File: src/core/osc_timer_pkg.sv
//==========================================================================
// Purpose: Constants and types for the oscillator and divided timer clock
// Assumes: System clock of 200 MHz; oscillator modelled from it
// Notes:   Frequencies held in kHz so all counts stay integral
//
// Behaviour
// - Oscillator stays stopped by default, running only when the design enables it.
// - Raw oscillator clock output runs at a nominal 5 MHz.
// - Timer clock is oscillator divided by 128, 1024 or 1048576, fixed at build.
// - Divide ratio defaults to 128 when left unset.
// - Stop input halts the oscillator, so the timer clock halts too.
//==========================================================================
`default_nettype none

package osc_timer_pkg;

	//==========================================================
	// Timing
	//==========================================================
	localparam int SYS_FREQ_KHZ = 200000;
	localparam int OSC_FREQ_KHZ = 5000;
	localparam int OSC_HALF_CYC = SYS_FREQ_KHZ / (2 * OSC_FREQ_KHZ);
	localparam int PHASE_W = 8;
	localparam logic [PHASE_W-1:0] PHASE_LAST = PHASE_W'(OSC_HALF_CYC - 1);
	localparam logic [PHASE_W-1:0] PHASE_ZERO = 8'h00;

	//==========================================================
	// Divider
	//==========================================================
	localparam int unsigned DIV_128 = 128;
	localparam int unsigned DIV_1024 = 1024;
	localparam int unsigned DIV_1M = 1048576;
	localparam int unsigned DIV_DEFAULT = DIV_128;
	localparam int CNT_W = 20;
	localparam logic [CNT_W-1:0] CNT_ZERO = 20'h00000;
	localparam logic [CNT_W-1:0] CNT_ONE = 20'h00001;

	//==========================================================
	// Synchroniser
	//==========================================================
	localparam int CTL_W = 2;
	localparam logic [CTL_W-1:0] CTL_RESET = 2'h3;

	typedef struct packed {
		logic stop;
		logic clear;
	} ctl_t;

	typedef enum logic [0:0] {
		OSC_OFF = 1'b0,
		OSC_RUN = 1'b1
	} osc_state_t;

endpackage : osc_timer_pkg

`default_nettype wire

File: src/core/osc_timer.sv
//==========================================================================
// Purpose: Internal oscillator model with fixed-ratio timer clock divider
// Assumes: Control inputs arrive from outside this clock domain
// Notes:   Both control inputs come up asserted, so nothing runs from reset
//==========================================================================
`default_nettype none

module osc_timer
	import osc_timer_pkg::*;
#(
	parameter int unsigned TIMER_DIV = DIV_DEFAULT
) (
	// Clock and reset
	input wire logic CLK_SYS,
	input wire logic RST_N,
	// Control from user logic
	input wire logic OSC_STOP_IN,
	input wire logic DIVIDER_CLEAR_IN,
	// Clock outputs
	output logic RAW_OSC_CLOCK_OUT,
	output logic DIVIDED_CLOCK_OUT
);

	// Timer toggles after half the ratio in raw rising edges
	localparam logic [CNT_W-1:0] TIMER_HALF = CNT_W'(TIMER_DIV / 2);
	localparam logic [CNT_W-1:0] TIMER_LAST = TIMER_HALF - CNT_ONE;

	//==========================================================
	// Input synchronisers
	//==========================================================
	logic [CTL_W-1:0] ctl_raw;
	logic [CTL_W-1:0] s1_q;
	logic [CTL_W-1:0] s2_q;
	logic [CTL_W-1:0] s3_q;
	logic [CTL_W-1:0] filt_q;
	ctl_t ctl;

	assign ctl_raw = {OSC_STOP_IN, DIVIDER_CLEAR_IN};

	// Three stages, all reset to the asserted level
	always_ff @(posedge CLK_SYS or negedge RST_N) begin
		if (!RST_N) begin
			s1_q <= CTL_RESET;
			s2_q <= CTL_RESET;
			s3_q <= CTL_RESET;
		end else begin
			s1_q <= ctl_raw;
			s2_q <= s1_q;
			s3_q <= s2_q;
		end
	end

	// A change counts once stages two and three agree
	always_ff @(posedge CLK_SYS or negedge RST_N) begin
		if (!RST_N) begin
			filt_q <= CTL_RESET;
		end else begin
			for (int i = 0; i < CTL_W; i++) begin
				if (s2_q[i] == s3_q[i]) begin
					filt_q[i] <= s3_q[i];
				end
			end
		end
	end

	assign ctl = ctl_t'(filt_q);

	//==========================================================
	// Oscillator enable
	//==========================================================
	osc_state_t state_q;
	osc_state_t state_d;

	// Filtered stop halts it next cycle; running resumes only once the filtered stop clears
	always_comb begin
		state_d = state_q;
		unique case (state_q)
			OSC_OFF: begin
				if (!ctl.stop) begin
					state_d = OSC_RUN;
				end
			end
			OSC_RUN: begin
				if (ctl.stop) begin
					state_d = OSC_OFF;
				end
			end
		endcase
	end

	always_ff @(posedge CLK_SYS or negedge RST_N) begin
		if (!RST_N) begin
			state_q <= OSC_OFF;
		end else begin
			state_q <= state_d;
		end
	end

	//==========================================================
	// Oscillator waveform
	//==========================================================
	logic [PHASE_W-1:0] phase_q;
	logic osc_q;
	logic osc_rise;

	assign osc_rise = (state_q == OSC_RUN) && (phase_q == PHASE_LAST) && !osc_q;

	// Half period counted in system cycles; a stop restarts low at phase zero
	always_ff @(posedge CLK_SYS or negedge RST_N) begin
		if (!RST_N) begin
			phase_q <= PHASE_ZERO;
			osc_q <= 1'b0;
		end else if (state_q == OSC_OFF) begin
			phase_q <= PHASE_ZERO;
			osc_q <= 1'b0;
		end else if (phase_q == PHASE_LAST) begin
			phase_q <= PHASE_ZERO;
			osc_q <= !osc_q;
		end else begin
			phase_q <= phase_q + 8'h01;
		end
	end

	assign RAW_OSC_CLOCK_OUT = osc_q;

	//==========================================================
	// Timer divider
	//==========================================================
	logic [CNT_W-1:0] tmr_cnt_q;
	logic tmr_q;

	// Counts only oscillator rising edges, so a stopped oscillator freezes it
	always_ff @(posedge CLK_SYS or negedge RST_N) begin
		if (!RST_N) begin
			tmr_cnt_q <= CNT_ZERO;
			tmr_q <= 1'b0;
		end else if (ctl.clear) begin
			tmr_cnt_q <= CNT_ZERO;
			tmr_q <= 1'b0;
		end else if (osc_rise) begin
			if (tmr_cnt_q == TIMER_LAST) begin
				tmr_cnt_q <= CNT_ZERO;
				tmr_q <= !tmr_q;
			end else begin
				tmr_cnt_q <= tmr_cnt_q + CNT_ONE;
			end
		end
	end

	assign DIVIDED_CLOCK_OUT = tmr_q;

	//==========================================================
	// Checks
	//==========================================================
	localparam int HALF_LAST = OSC_HALF_CYC - 1;
	logic [PHASE_W-1:0] hi_len_q;

	// High-time length of the raw clock, for the half period check
	always_ff @(posedge CLK_SYS or negedge RST_N) begin
		if (!RST_N) begin
			hi_len_q <= PHASE_ZERO;
		end else if (osc_q) begin
			hi_len_q <= hi_len_q + 8'h01;
		end else begin
			hi_len_q <= PHASE_ZERO;
		end
	end
endmodule : osc_timer

`default_nettype wire

File: config.mk
export PLATFORM = sky130hd
export DESIGN_NAME = osc_timer
export DESIGN_NICKNAME = d
export VERILOG_FILES = /design/src/core/osc_timer_pkg.sv /design/src/core/osc_timer.sv
export SDC_FILE = /design/constraint.sdc
export NUM_CORES = 1
export LEC_CHECK = 0
export BUFFER_PORTS_ARGS = -buffer_cell sky130_fd_sc_hd__buf_2
export CORE_ASPECT_RATIO = 1.75
export CORE_MARGIN = 10
export CORE_UTILIZATION = 65
export DETAILED_ROUTE_END_ITERATION = 6
export GPL_TIMING_DRIVEN = 1
export PLACE_DENSITY = 0.83
export SYNTH_ARGS = -nofsm -noshare
export SYNTH_HDL_FRONTEND = slang
export SYNTH_SLANG_ARGS = --single-unit
File: constraint.sdc
create_clock -name CLK_SYS -period 4.7 [get_ports CLK_SYS]
set_clock_uncertainty 0.1 [all_clocks]
set_input_delay 0.94 -clock CLK_SYS [delete_from_list [all_inputs] [get_ports CLK_SYS]]
set_output_delay 0.94 -clock CLK_SYS [all_outputs]
set_load 0.1 [all_outputs]
==> results of run 1 <==
[worst max-delay path, delay by kind of cell, from the launching register on]
kind | cells | cell delay [ns]
flops | 1 | 0.36
fa+ha+maj | 1 | 0.20
compound gates | 1 | 0.15
simple gates | 4 | 1.89
[synth_stat cells (all sizes together), types with 2 or more instances]
cell type,instances
o2bb2ai,2
nand2,18
and2,4
nand4b,2
ha,2
o21ai,9
clkbuf,7
nor3,5
and3,8
o32ai,2
inv,5
nor4,5
a31o,2
xnor2,5
or4,4
xor2,6
or3,2
dfrtp,31
a32o,3
a21oi,12
nand3,6
maj3,2
dfstp,8
nand4,10
nor3b,3
nor2,19
[power breakdown]
part           internal [W]  switching (W)  leakage [nW]
clock              0.000172       0.000111        0.0612
combinational    0.00000795      0.0000162         0.282
sequential         0.000349      0.0000127         0.512
total              0.000528       0.000140         0.856
[logic make-up (layout without fill, tap and decap cells)]
group | after synthesis | in the layout | share of synthesized area, %
compound gates | 33 | 33 | 11.16
fa+ha+maj | 4 | 4 | 2.390
xor+xnor | 11 | 11 | 5.113
buf+inv | 12 | 18 | 2.391
flops | 39 | 39 | 52.32
simple gates | 89 | 89 | 26.63
[metal layers]
metal / share of wire [%] / vias up
li1: - / 691
met1: 39 / 728
met2: 53 / 61
met3: 5.0 / 16
met4: 3.4 / 0
met5: 0 / -
[through the flow]
stage               area (µm²)  total power, W  setup WS, ns  hold WS, ns  utilization [%]
global route              2034       0.0006941         1.711       0.2650            73.91
detailed placement        1917       0.0003926         1.970       0.2503            69.64
finish                    2034       0.0006682         1.914       0.2583            73.91
global placement          1917       0.0003882         2.110       0.2459            69.64
CTS                       2034       0.0006753         1.940       0.2606            73.91
floorplan                 1884       0.0003770         2.279       0.2452                -
[layout make-up]
class	count	area [µm²]	share of cell area [%]
Clock buffer	6	82.58	4.059
Clock inverter	2	35.03	1.722
Inverter	5	18.77	0.9225
Multi-Input combinational cell	137	853.3	41.94
Sequential cell	39	985.9	48.46
Tap cell	27	33.78	1.661
Timing Repair Buffer	5	25.02	1.230
[registers in the layout, summed over array words and instances (netlist names)]
| signal | flops |
|---|---|
| state_q | 1 |
| tmr_cnt_q | 20 |
| RAW_OSC_CLOCK_OUT | 1 |
| s3_q | 2 |
| s1_q | 2 |
| s2_q | 2 |
| ctl | 2 |
| phase_q | 8 |
| DIVIDED_CLOCK_OUT | 1 |
[path summary, 6_finish.rpt]
path	start	to	slack (ns)
max in group asynchronous	RST_N	tmr_cnt_q[19]$_DFFE_PN0P_	3.33
worst max register to register	phase_q[0]$_DFF_PN0_	tmr_cnt_q[16]$_DFFE_PN0P_	1.91
worst min-delay path	s1_q[0]$_DFF_PN1_	s2_q[0]$_DFF_PN1_	0.26
worst max-delay path	phase_q[0]$_DFF_PN0_	tmr_cnt_q[16]$_DFFE_PN0P_	1.91
worst min register to register	s1_q[0]$_DFF_PN1_	s2_q[0]$_DFF_PN1_	0.26
min in group asynchronous	RST_N	RAW_OSC_CLOCK_OUT$_DFFE_PN0P_	0.65
==> reports/summary.txt, run 1 <==
Clk sinks: 39
Setup TNS: 0 ns
GRT busiest layer: met2
Worst hold path class: reg -> reg
Layout Area Growth over Synthesis: 7.968%
Remaining global-route overflow: 0
Post-CTS setup buffers: 0
EDFF count, synth: 0
CTS max path bufs: 2
Post-Syn Instances: 188
Antenna-violating nets left: 0
Hold buffer count at CTS: 0
Boundary pin count: 6
H-tree depth: 2
Inst Count DP: 213
CP max-delay cell: or4_4
Critical path class: reg -> reg
Worst-margin pin slew: 0.8323 ns
Die area: 5537 µm²
Syn_nets: 194
Critical Path RT: 4.81 ns
Synth area leader: dfrtp_1
Synth Register Bits: 39
Layout cells sized above 1: 13.92%
Max_cap viols: 0
Core box area: 2753 µm²
Final WL: 4014 µm
Period utilization: 59.28%
Commonest cells after routing, fill and taps aside: dfrtp_1 (31), nor2_1 (19), nand2_1 (18)
Max-slew violations: 0
Worst Path Max Fanout: 15
Antenna fix cells: 0
Mean Syn Cell Area: 10.02 µm²
Yosys top cell area share: 41.17%
Final nets: 199
Max Clock Freq: 358.9 MHz
Initial antenna violation count: 0
Critical Path End Type: flop
P_leak: 0.8561 nW
M2 GR Usage: 25.00%
Root Driver: clkbuf_8
Drt via density: 6.769
Post-CTS Resized: 0
Status: completed
Synth async-reset ratio: 100.0%
First-pass GRT wire length: 6796 µm
Non-Filler Instances: 221
Port buffer count: 5
Filler cells: 201
Most frequently used flop master after synthesis: dfrtp_1
Vias in the first global route: 1,515
Die Height: 91.23 µm
Initial core utilization: 68.45%
Most common cell after layout, fill and taps aside: dfrtp_1
RSZ-0062 raised after global routing: no
CP peak stage delay: 0.58 ns
DRC Markers: 0
Synth cell types: 36
# setup viols final: 0
Iter 0 DRT Violations: 89
Synth area leaders: dfrtp_1 (41%), dfstp_2 (11%), nor2_1 (3.8%), nand2_1 (3.6%), a21oi_1 (3.2%)
Grt met3 use: 3.905%
Slew headroom: 44.52%
Crit path cell chain: ha_1 > nor3b_1 > nand4b_2 > or4_4 > or4_1 > a21oi_1
WL per Instance: 18.16 µm
Drt first pass iters: 5
DP HPWL: 2825 µm
R2R cell count: 6
Post-synthesis cell area: 1884 µm²
CTS Buf Count: 5
Largest net degree at the start of global routing: 40
CP Data Arrival Time: 2.90 ns
Skew-Pair Late Insertion Delay: 0.29 ns
Total GRT Usage: 15.28%
Floorplan row count: 25
Cell Pwr Density: 328.4 nW/µm²
Peak VDD IR: 0.0003086 V
Hold Fails Final Rpt: 0
Fin crit period: 2.786 ns
Via count: 1,496
CTS tree: yes
Worst hold path depth: 0
Crit start category: flop
Met1 global-route usage: 16.71%
Die Wd: 60.70 µm
GPL Wtd Cong: 0.9416
Ys Warns: 0
Sequential share of the synthesized area: 52.32%
Clock transition at the registers of the reported paths: 0.07 ns
Power figures use the tool's default switching activity.
==> inputs of run 2 (changes only) <==
--- a/config.mk
+++ b/config.mk
@@ -5,13 +5,14 @@
 export SDC_FILE = /design/constraint.sdc
 export NUM_CORES = 1
 export LEC_CHECK = 0
+export ABC_AREA = 1
 export BUFFER_PORTS_ARGS = -buffer_cell sky130_fd_sc_hd__buf_2
 export CORE_ASPECT_RATIO = 1.75
 export CORE_MARGIN = 10
-export CORE_UTILIZATION = 65
+export CORE_UTILIZATION = 55
 export DETAILED_ROUTE_END_ITERATION = 6
 export GPL_TIMING_DRIVEN = 1
-export PLACE_DENSITY = 0.83
+export PLACE_DENSITY = 0.75
 export SYNTH_ARGS = -nofsm -noshare
 export SYNTH_HDL_FRONTEND = slang
 export SYNTH_SLANG_ARGS = --single-unit
==> constraint.sdc (replaced) <==
create_clock -name CLK_SYS -period 2.25 [get_ports CLK_SYS]
set_clock_uncertainty 0.1 [all_clocks]
set_input_delay 0.45 -clock CLK_SYS [delete_from_list [all_inputs] [get_ports CLK_SYS]]
set_output_delay 0.45 -clock CLK_SYS [all_outputs]
set_load 0.1 [all_outputs]
==> run 2 against run 1 <==
Against the previous run: critical path depth rose by 2; die area increased by 22%; global-route usage shrank 1.5 points; critical endpoint is now tmr_cnt_q[4]$_DFFE_PN0P_.
==> reports/summary.txt, run 2 <==
Crit start category: flop
CP Data Arrival Time: 1.91 ns
Largest net degree at the start of global routing: 40
Skew-Pair Late Insertion Delay: 0.30 ns
Critical Path End Type: flop
Max Clock Freq: 547.3 MHz
Critical Path RT: 2.34 ns
Compound-Gate Fraction of Synth Area: 5.159%
Hold Fails Final Rpt: 0
Largest registers: tmr_cnt_q (20), phase_q (8)
Post-synthesis cell area: 2086 µm²
Port buffer count: 5
Die Wd: 66.55 µm
Commonest cells after routing, fill and taps aside: nand2_1 (66), nor2_1 (34), dfrtp_1 (31)
Clk sinks: 39
Reg with most FFs: tmr_cnt_q
Most common cell after layout, fill and taps aside: nand2_1
Synth cell types: 30
Syn_nets: 269
Adder-Cell Fraction of Synth Area: 2.160%
Setup TNS: 0 ns
DRC Markers: 0
CTS tree: yes
Max-slew violations: 0
Core box area: 3628 µm²
Vias in the first global route: 1,650
Period utilization: 81.21%
Worst-margin pin slew: 0.4807 ns
Post-synthesis mux area share: 0%
Largest family of logic cells by synthesized area: simple AND/OR/NAND/NOR gates
Cell Pwr Density: 655.0 nW/µm²
Filler cells: 330
Initial core utilization: 57.48%
P_leak: 0.9653 nW
Synth async-reset ratio: 100.0%
Yosys top cell area share: 37.19%
Synth area leader: dfrtp_1
Post-CTS setup buffers: 0
Peak VDD IR: 0.0005537 V
Most common library cells after synthesis: nand2_1 (66), nor2_1 (34), dfrtp_1 (31)
Layout cells sized above 1: 15.69%
Max_cap viols: 0
GPL Wtd Cong: 0.8879
Simple-gate share of the synthesized area: 37.25%
Total GRT Usage: 13.74%
Status: completed
Floorplan row count: 29
Antenna-violating nets left: 0
WL per Instance: 14.10 µm
Die Height: 101.5 µm
Post-Syn Instances: 263
Final nets: 279
Sequential share of the synthesized area: 47.27%
RSZ-0062 raised after global routing: no
Antenna fix cells: 0
Ys Warns: 0
Boundary pin count: 6
Drt via density: 5.434
Post-synthesis xor/xnor area fraction: 1.260%
Hold buffer count at CTS: 0
Root Driver: clkbuf_8
EDFF count, synth: 0
Critical path class: reg -> reg
Iter 0 DRT Violations: 61
CTS Buf Count: 5
Synth Register Bits: 39
Most frequently used flop master after synthesis: dfrtp_1
# setup viols final: 0
Remaining global-route overflow: 0
Most common cell in the netlist: nand2_1
Synth area leaders: dfrtp_1 (37%), nand2_1 (12%), dfstp_2 (10%), nor2_1 (6.1%), nand3_1 (4.8%)
Overall Power: 0.001483 W
DP HPWL: 3441 µm
Via count: 1,739
Max reg flops: 20
Mean Syn Cell Area: 7.931 µm²
H-tree depth: 2
Initial antenna violation count: 0
CTS max path bufs: 2
Drt first pass iters: 4
Fin crit period: 1.827 ns
First-pass GRT wire length: 7176 µm
Final WL: 4513 µm
Slew headroom: 67.92%
Worst hold path class: in -> async
Die area: 6753 µm²
Post-CTS Resized: 0
Worst Path Max Fanout: 28
Clock transition at the registers of the reported paths: 0.08 ns
Layout Area Growth over Synthesis: 8.518%
==> run 2: cell count changes after synthesis, sizes merged, moves of 4 or more <==
cell	previous run	this run
clkbuf	7	0
inv	5	29
and3	8	0
nand3	6	22
o21ai	9	15
nand2	18	71
nand4	10	14
or4	4	0
nor2	19	43
xor2	6	2
xnor2	5	1
a21oi	12	5
nor4	5	0
==> run 2: kinds of logic after synthesis <==
logic type / Yosys count
simple gates: 162
flops: 39
buf+inv: 34
compound gates: 21
fa+ha+maj: 4
xor+xnor: 3
==> run 2: metrics by stage <==
stage	worst slack [ns]	instances	utilization (%)	hold slack [ns]	cell area [µm²]
2_1_floorplan	0.4549	263	-	0.05441	2086
5_1_grt	0.3034	320	62.38	0.1204	2263
3_3_place_gp	0.4900	312	59.21	0.2459	2148
4_1_cts	0.3977	320	62.38	0.09860	2263
3_5_place_dp	0.4209	312	59.21	0.2476	2148
6_report	0.4227	320	62.38	0.09156	2263
==> run 2: power breakdown <==
group / internal (W) / total [W] / switching, W
logic: 0.0000275 / 0.000141 / 0.000113
registers: 0.000733 / 0.000752 / 0.0000192
clock network: 0.000334 / 0.000590 / 0.000256
total: 0.00109 / 0.00148 / 0.000389
==> run 2: critical path, cell delays in order (launching register included) <==
cell and delay (ns):
dfrtp_1 0.37, ha_1 0.20, nand2_1 0.07, nor2_2 0.18, nand3_4 0.13, nand2_4 0.27
inv_1 0.20, nand2_1 0.12, o31ai_1 0.07
==> run 2: path summary, 6_finish.rpt <==
| path | from | end | slack (ns) | depth (start not counted) |
|---|---|---|---|---|
| max in group asynchronous | RST_N | s1_q[1]$_DFF_PN1_ | 1.60 | 2 |
| worst min register to register | s1_q[0]$_DFF_PN1_ | s2_q[0]$_DFF_PN1_ | 0.26 | 0 |
| worst min-delay path | RST_N | tmr_cnt_q[0]$_DFFE_PN0P_ | 0.09 | 2 |
| worst max-delay path | phase_q[0]$_DFF_PN0_ | tmr_cnt_q[4]$_DFFE_PN0P_ | 0.42 | 8 |
| worst max register to register | phase_q[0]$_DFF_PN0_ | tmr_cnt_q[4]$_DFFE_PN0P_ | 0.42 | 8 |
| min in group CLK_SYS | DIVIDER_CLEAR_IN | s1_q[0]$_DFF_PN1_ | 0.14 | 1 |
==> run 2: layer usage <==
metal	wire, µm	share of wire [%]	track usage [%]
met5	0	0	0
met4	193	4.3	9.724
met3	98	2.2	2.210
met2	2550	57	25.73
met1	1670	37	12.61
==> run 2: layout make-up <==
type	instances	area [µm²]	area share, %
clock buffer	5	68.82	3.040
clock inverter	3	46.29	2.045
inverter	31	116.4	5.141
multi-input combinational	190	955.9	42.23
sequential	39	985.9	43.56
tap	46	57.56	2.543
timing repair buffer	6	32.53	1.437
